--- src/include/froe_cfg.svh ---
// constants for the file register op execute block
`ifndef FROE_CFG_SVH
`define FROE_CFG_SVH
`define FROE_ZERO_BYTE 8'h00
`define FROE_ONE_BYTE 8'h01
`define FROE_PC_RESET 11'h000
`define FROE_STATUS_RESET 8'h18
`define FROE_W_RESET 8'h00
`define FROE_Z_BIT 2
`define FROE_PAGE_HI 6
`define FROE_PAGE_LO 5
`define FROE_JUMP_CYCLES 2'h2
`define FROE_SKIP_CYCLES 2'h2
`endif

--- src/include/froe_pkg.sv ---
// types for the file register op execute block
package froe_pkg;
  typedef enum logic [2:0] {
    FROE_OP_NOP = 3'h0,
    FROE_OP_CLR = 3'h1,
    FROE_OP_INV = 3'h2,
    FROE_OP_DEC = 3'h3,
    FROE_OP_DECSKIP = 3'h4,
    FROE_OP_INC = 3'h5,
    FROE_OP_INCSKIP = 3'h6,
    FROE_OP_JUMP = 3'h7
  } froe_op_t;
  typedef enum logic [0:0] {
    FROE_ST_EXEC = 1'h0,
    FROE_ST_FLUSH = 1'h1
  } froe_state_t;
endpackage : froe_pkg

--- src/hdl/froe_exec.sv ---
// execute unit for file register ops and direct jump
//
// Operation
// - clear writes zero to the addressed register and always sets the zero flag.
// - invert produces the complement of the register and updates the zero flag.
// - target bit 0 sends the result to the accumulator, 1 back to register 0..31.
// - decrement subtracts one, routes by target bit and updates the zero flag.
// - decrement-skip subtracts one, routes by target bit and touches no status bit.
// - a zero decrement-skip result discards the fetched next op as a two-cycle nop.
// - direct jump loads its 9-bit target into pc bits 8..0.
// - direct jump copies status bits 6..5 into pc bits 10..9.
// - direct jump takes two cycles and leaves all status bits unchanged.
// - increment adds one, routes by target bit and updates the zero flag.
// - increment-skip adds one, leaves status, and skips as a two-cycle op on zero.
`timescale 1ns/1ps
`include "froe_cfg.svh"
module froe_exec
  import froe_pkg::*;
(
  input wire logic clk,
  input wire logic rstn,
  input wire logic ce,
  input wire logic op_valid,
  input wire froe_op_t op_code,
  input wire logic [4:0] op_reg_idx,
  input wire logic op_to_reg,
  input wire logic [8:0] op_target,
  input wire logic [7:0] op_reg_data,
  input wire logic [7:0] status_in,
  output logic op_ready,
  output logic [7:0] w_out,
  output logic [7:0] status_out,
  output logic [10:0] pc_out,
  output logic pc_load,
  output logic reg_we,
  output logic [4:0] reg_wr_idx,
  output logic [7:0] reg_wr_data,
  output logic discard_next
);
  ////////////////////////////////////////////////////////////////////////
  logic [7:0] w_reg;
  logic [7:0] status_reg;
  logic [10:0] pc_reg;
  logic pc_load_reg;
  logic reg_we_reg;
  logic [4:0] reg_wr_idx_reg;
  logic [7:0] reg_wr_data_reg;
  logic discard_reg;
  froe_state_t state_reg;
  froe_state_t state_next;
  logic [7:0] result;
  logic writes;
  logic sets_z;
  logic skip_op;
  logic take;

  function automatic logic is_zero(input logic [7:0] v);
    is_zero = (v == `FROE_ZERO_BYTE);
  endfunction : is_zero

  assign take = ce && op_valid && (state_reg == FROE_ST_EXEC);

  // result datapath; 8-bit targets wrap modulo 256
  always_comb begin
    result = `FROE_ZERO_BYTE;
    writes = 1'b0;
    sets_z = 1'b0;
    skip_op = 1'b0;
    unique case (op_code)
      FROE_OP_CLR: begin
        result = `FROE_ZERO_BYTE;
        writes = 1'b1;
        sets_z = 1'b1;
      end
      FROE_OP_INV: begin
        result = ~op_reg_data;
        writes = 1'b1;
        sets_z = 1'b1;
      end
      FROE_OP_DEC: begin
        result = op_reg_data - `FROE_ONE_BYTE;
        writes = 1'b1;
        sets_z = 1'b1;
      end
      FROE_OP_DECSKIP: begin
        result = op_reg_data - `FROE_ONE_BYTE;
        writes = 1'b1;
        skip_op = 1'b1;
      end
      FROE_OP_INC: begin
        result = op_reg_data + `FROE_ONE_BYTE;
        writes = 1'b1;
        sets_z = 1'b1;
      end
      FROE_OP_INCSKIP: begin
        result = op_reg_data + `FROE_ONE_BYTE;
        writes = 1'b1;
        skip_op = 1'b1;
      end
      FROE_OP_JUMP: begin
        result = `FROE_ZERO_BYTE;
      end
      FROE_OP_NOP: begin
        result = `FROE_ZERO_BYTE;
      end
    endcase
  end

  ////////////////////////////////////////////////////////////////////////
  // second cycle of jump or taken skip: the prefetched op is flushed
  always_comb begin
    state_next = state_reg;
    unique case (state_reg)
      FROE_ST_EXEC: begin
        if (take && (op_code == FROE_OP_JUMP || (skip_op && is_zero(result)))) begin
          state_next = FROE_ST_FLUSH;
        end
      end
      FROE_ST_FLUSH: begin
        state_next = FROE_ST_EXEC;
      end
    endcase
  end

  always_ff @(posedge clk) begin
    if (!rstn) begin
      state_reg <= FROE_ST_EXEC;
    end else if (ce) begin
      state_reg <= state_next;
    end
  end

  always_ff @(posedge clk) begin
    if (!rstn) begin
      discard_reg <= 1'b0;
    end else if (ce) begin
      discard_reg <= (state_next == FROE_ST_FLUSH);
    end
  end

  ////////////////////////////////////////////////////////////////////////
  // destination select
  always_ff @(posedge clk) begin
    if (!rstn) begin
      w_reg <= `FROE_W_RESET;
    end else if (take && writes && !op_to_reg && op_code != FROE_OP_CLR) begin
      w_reg <= result;
    end
  end

  always_ff @(posedge clk) begin
    if (!rstn) begin
      reg_we_reg <= 1'b0;
      reg_wr_idx_reg <= 5'h00;
      reg_wr_data_reg <= `FROE_ZERO_BYTE;
    end else if (ce) begin
      // clear has no target bit and always writes the register
      reg_we_reg <= take && writes && (op_to_reg || op_code == FROE_OP_CLR);
      reg_wr_idx_reg <= op_reg_idx;
      reg_wr_data_reg <= result;
    end
  end

  ////////////////////////////////////////////////////////////////////////
  // status: only the zero flag ever moves, skip and jump leave it alone
  always_ff @(posedge clk) begin
    if (!rstn) begin
      status_reg <= `FROE_STATUS_RESET;
    end else if (ce) begin
      status_reg <= status_in;
      if (take && sets_z) begin
        status_reg[`FROE_Z_BIT] <= is_zero(result);
      end
    end
  end

  ////////////////////////////////////////////////////////////////////////
  // direct jump target
  always_ff @(posedge clk) begin
    if (!rstn) begin
      pc_reg <= `FROE_PC_RESET;
      pc_load_reg <= 1'b0;
    end else if (ce) begin
      pc_load_reg <= take && (op_code == FROE_OP_JUMP);
      if (take && op_code == FROE_OP_JUMP) begin
        pc_reg <= {status_in[`FROE_PAGE_HI:`FROE_PAGE_LO], op_target};
      end
    end
  end

  always_ff @(posedge clk) begin
    if (!rstn) begin
      op_ready <= 1'b0;
    end else if (ce) begin
      op_ready <= (state_next == FROE_ST_EXEC);
    end
  end

  assign w_out = w_reg;
  assign status_out = status_reg;
  assign pc_out = pc_reg;
  assign pc_load = pc_load_reg;
  assign reg_we = reg_we_reg;
  assign reg_wr_idx = reg_wr_idx_reg;
  assign reg_wr_data = reg_wr_data_reg;
  assign discard_next = discard_reg;
endmodule : froe_exec

--- config.mk ---
export PLATFORM = sky130hd
export DESIGN_NAME = froe_exec
export DESIGN_NICKNAME = d
export VERILOG_FILES = /design/src/include/froe_pkg.sv /design/src/hdl/froe_exec.sv
export VERILOG_INCLUDE_DIRS = /design/src /design/src/include
export SDC_FILE = /design/constraint.sdc
export NUM_CORES = 1
export LEC_CHECK = 0
export ABC_CLOCK_PERIOD_IN_PS = 7500
export BUFFER_PORTS_ARGS = -buffer_cell sky130_fd_sc_hd__buf_2
export CORE_UTILIZATION = 30
export CTS_CLUSTER_SIZE = 25
export DETAILED_ROUTE_END_ITERATION = 8
export GPL_TIMING_DRIVEN = 0
export PLACE_DENSITY = 0.58
export RECOVER_POWER = 50
export SLEW_MARGIN = 0
export SYNTH_ARGS = -nofsm -noshare
export SYNTH_HDL_FRONTEND = slang
export SYNTH_SLANG_ARGS = --single-unit
export TNS_END_PERCENT = 20
--- constraint.sdc ---
create_clock -name clk -period 7.5 [get_ports clk]
set_clock_uncertainty 0.15 [all_clocks]
set_input_delay 1.5 -clock clk [delete_from_list [all_inputs] [get_ports clk]]
set_output_delay 1.5 -clock clk [all_outputs]
set_load 0.05 [all_outputs]
After elaboration in Yosys (flattened, before gate mapping)
Index checks and enable logic that the tools add are counted.

storage, ports and cells
  register bits after elaboration = 44
  bits of input ports = 38
  output and inout bits = 44
  word-level logic and storage cells = 51

operators by class
  $add $sub $neg = 2
  eq/ne operators = 8
  muxes and demuxes = 7
  bitwise logic cells = 3
  reduce and logical (&&, ||, !) cells = 22

operator list
  cell                                                   count
  case mux 8 bit (4 select lines)                        1
  equality test 3 bit, second input constant             4
  logical AND 1 bit                                      10
  adder 8 x 1 -> 8 bit, second input constant            1
  zero test 8 bit                                        1
  inverter 8 bit                                         1
  subtractor 8 x 1 -> 8 bit, second input constant       1
  equality test 3 x 2 -> 1 bit, second input constant    2
  OR reduction 2 bit                                     3
  OR reduction 6 bit                                     1
  two-way mux 1 bit                                      5
  OR reduction 4 bit                                     1
  equality test 3 x 1 -> 1 bit, second input constant    1
  zero test 3 bit                                        1
  inequality test 3 x 1 -> 1 bit, second input constant  1
  OR reduction 3 bit                                     1
  logical OR 1 bit                                       2
  inverter 1 bit                                         2
  case mux 1 bit (2 select lines)                        1
  AND reduction 2 bit                                    1
  zero test 1 bit                                        1

Logic depth before layout (Yosys ltp)
  depth after elaboration = 10
  mapped depth = 12
  gate-level depth less buffers = 11

Worst setup path after synthesis
Ideal clock, no wire load.

  path kind = input port to flip-flop
  start point = input port op_code[0]
  end point = register discard_reg (netlist: discard_next)
  library setup time = 0.070 ns
  arrival = 4.031 ns
  required time = 7.280 ns
  setup slack = 3.249 ns
  stages = 12
  buffers on the path = 1
  cell sequence = buf_2 nand2b_1 a21oi_1 xnor2_1 ha_1 or4_4 nor3_4 mux2i_1 mux2i_1 a311o_1 nor4_1 o2bb2ai_1

between the ends
  cells in the longest elaborated chain, start to end = 9
  elaborated cells between the ends (all ways) = 20
  classes of those cells = eq/ne: 7; mux: 4; reduce/logical: 9

RTL lines
  element                                                             RTL line                           source
  start: declaration                                                  froe_exec.sv:24                    input wire froe_op_t op_code,
  equality test 3 bit (tied with other cells)                         froe_exec.sv:69, froe_exec.sv:115
  OR reduction 3 bit (no line) or OR reduction 2 bit (tied branches)  n/a
  case mux 8 bit (4 select lines)                                     froe_exec.sv:69                    unique case (op_code)
  zero test 8 bit (no line)                                           n/a
  logical AND 1 bit                                                   froe_exec.sv:115                   if (take && (op_code == FROE_OP_JUMP || (skip_op && is_zero(result)))) begin
  logical OR 1 bit *                                                  froe_exec.sv:115
  logical AND 1 bit *                                                 froe_exec.sv:115
  two-way mux 1 bit *                                                 froe_exec.sv:115
  case mux 1 bit (2 select lines) *                                   froe_exec.sv:113                   unique case (state_reg)
  end signal: assignment                                              froe_exec.sv:137                   discard_reg <= (state_next == FROE_ST_FLUSH);
  end: declaration                                                    froe_exec.sv:48                    logic discard_reg;

Mark *: on every way between the ends. The rest lies on a longest branch, timed or not.
A chain may end at the register's enable or synchronous reset.

Final worst setup path
Same ends and word-level chain as after synthesis.

==> run_results.csv <==
group,metric,value,unit
timing,clock.fmax,0.235,GHz
die,die-area,8350,um2
global_routing,antenna_found_initial,0,
hold_path,hold_start,"pc_out[4]",
clock_network,cts-root-buf,"clkbuf_8",
clock_network,clk_path_buf_depth,2,
global_routing,first_global_vias,2181,
timing,max-slew-margin-rel,56.7,%
synth,synth_edf_count,0,
hold_path,holdPathEnd,"pc_out[4]",
layout,drive_gt1_share,14.1,%
setup_path,regToRegStartpoint,"discard_next",
drt,dr.pass1.iters,4,
run,maxCapViolCount,0,
setup_path,cp-start-kind,"input port",
synth,yosysWarnings,0,
power_and_ir_drop,p_leak,1.24,nW
clock_network,clk_pin_slew,0.08,ns
die,rows,32,
clock_network,insertion_delay,0.30,ns
setup_path,rr_worst_depth,5,
drt,avgRoutedWirePerCell,13.6,um
timing,maxSlewViolCount,0,
timing,tightest_slew,0.650,ns
synth,async_reset_ff_share,0,%
run_status,status,"finished clean",
synth,syn_nets,330,
layout,nets,414,
timing,finalHoldViolations,0,
synth,synthCells,291,
synth,yosysSeqAreaShare,36.7,%
drt,drc,0,
timing,finalCritPeriodShare,56.6,%
layout,final_util,38.2,%
setup_path,cp-end-kind,"flip-flop",
die,initial_core_util,31.0,%
drt,drt_iter0_drc,114,
clock_network,ctsHoldBuffers,0,
layout,largest_reg_flops,11,
timing,tns,0,ns
synth,ys_ff_latch,44,
drt,routed_via_density,4.88,
setup_path,arrival,4.34,ns
power_and_ir_drop,power-per-cell-area,180,nW/um2
hold_path,holdPathStages,2,
synth,ys.flop_type,"dfxtp_1",
die,pin_count,82,
setup_path,cp_max_fo,9,
drt,routed_wirelength,6510,um
setup_path,r2r-end,"w_out[5]",
global_routing,grtUsageTotal,16.2,%
placed_design,dpl.hpwl,4940,um
drt,ant_nets,0,
layout,syn2layout_area_growth,23.3,%
clock_network,cts.sinks,44,
die,die_height,91.4,um
synth,yosysUniqueCellTypes,46,
timing,min_period,4.25,ns
drt,vias,2332,
global_routing,grt_max_degree,14,
setup_path,cp.required,7.59,ns
placed_design,place_congestion,0.878,
clock_network,post_cts_buffers,0,
global_routing,grt_first_pass_wirelength,10700,um
die,fp.coreArea,7730,um2
clock_network,cts_max_level,2,
placed_design,io_buffers,77,
layout,diodes,0,
power_and_ir_drop,irDropWorstVdd,0.000118,V
timing,setup_viol,0,
global_routing,overflow,0,
synth,netlist_area,2400,um2
clock_network,cts_made_buffers,5,
clock_network,cts_resized,0,
die,die_w,91.4,um
timing,grt_setup_unrepaired,"false",
synth,synth.avg_cell_area,8.24,um2
setup_path,critPathKind,"in2reg",
clock_network,cts_tree,"yes",
hold_path,min_path_type,"reg2reg",
setup_path,reg2reg_slack,5.49,ns
worst max-delay path, cell delays in order:
cell and delay [ns]:
buf_2 0.16, nand2b_1 0.21, a21oi_1 0.28, xnor2_1 0.10, ha_1 0.26, or4_4 0.54
nor3_4 0.17, mux2i_1 0.11, mux2i_1 0.15, a311o_1 0.42, nor4_1 0.30, o2bb2ai_1 0.13
logic make-up after synthesis:
kind of cell | share of synthesized area (%)
compound gates | 18.1
xor+xnor | 1.83
fa+ha+maj | 0.522
buf+inv | 4.12
flops | 36.7
mux | 10.4
simple gates | 28.3
cell usage in the layout, fill, tap and decap left out, drive strengths merged, types with 2 or more instances in the layout:
cell type and instances:
a31oi 3, inv 3, nor2 21, nor3 8
nand2 45, o22ai 3, nand2b 7, nor4 2
or2 3, o311a 2, mux2i 25, xnor2 3
or3 2, and2 3, a21boi 12, nor2b 26
and3 3, o211ai 3, o21a 2, o21ai 5
clkbuf 62, dfxtp 44, o2bb2ai 3, o211a 8
xor2 2, nand3 8, a21oi 9, buf 43
or4 2
worst max-delay path by stage:
stage	from	to	slack, ns	cells past startpoint
floorplan	op_code[0]	discard_next	3.25	12
global placement	op_code[0]	discard_next	2.97	12
detailed placement	op_code[0]	discard_next	2.94	12
CTS	op_code[0]	discard_next	3.24	12
global route	op_code[0]	discard_next	3.07	12
finish	op_code[0]	discard_next	3.25	12
per-stage QoR:
step / power, mW / worst slack (ns) / cell area (um2) / instances / hold slack [ns]
3_3_place_gp: 0.384 / 2.97 / 2910 / 470 / 0.298
2_1_floorplan: 0.348 / 3.25 / 2400 / 291 / 0.527
6_report: 0.532 / 3.25 / 2960 / 478 / 0.318
4_1_cts: 0.541 / 3.24 / 3000 / 478 / 0.316
5_1_grt: 0.561 / 3.07 / 2960 / 478 / 0.354
3_5_place_dp: 0.385 / 2.94 / 2910 / 470 / 0.304
cell usage after synthesis (4+ instances only):
library cell | number | share of area [%]
o211a_1 | 8 | 3.3
buf_1 | 4 | 0.63
nand2_1 | 45 | 7.0
clkbuf_1 | 15 | 2.3
nand3_1 | 8 | 1.7
nor2_1 | 21 | 3.3
o21ai_0 | 5 | 1.0
a21boi_0 | 12 | 3.8
a21oi_1 | 9 | 1.9
nor2b_1 | 26 | 6.8
nand2b_1 | 7 | 1.8
dfxtp_1 | 44 | 37
mux2i_1 | 25 | 10
nor3_1 | 7 | 1.5
power breakdown:
group,internal [mW],switching (mW)
sequential,0.243,0.00486
combinational,0.0413,0.0877
clock,0.0749,0.0802
total,0.360,0.173
per-layer routing:
layer  GRT usage, %  share of wire (%)  wire length (um)  up-vias
li1               -                  -                 -     1178
met1           20.3                 45              2900     1076
met2           26.1                 47              3050       69
met3           4.61                6.6               429        9
met4           6.08                1.9               125        0
met5              0                  0                 0        -
final cells by class:
| cell class | instances | area, um2 |
|---|---|---|
| buffer | 21 | 87.6 |
| clock buffer | 7 | 86.3 |
| clock inverter | 1 | 7.51 |
| fill | 852 | 4770 |
| inverter | 3 | 11.3 |
| multi-input combinational | 223 | 1420 |
| sequential | 44 | 881 |
| tap | 102 | 128 |
| timing repair buffer | 77 | 337 |
(Power assumes the default switching activity.)
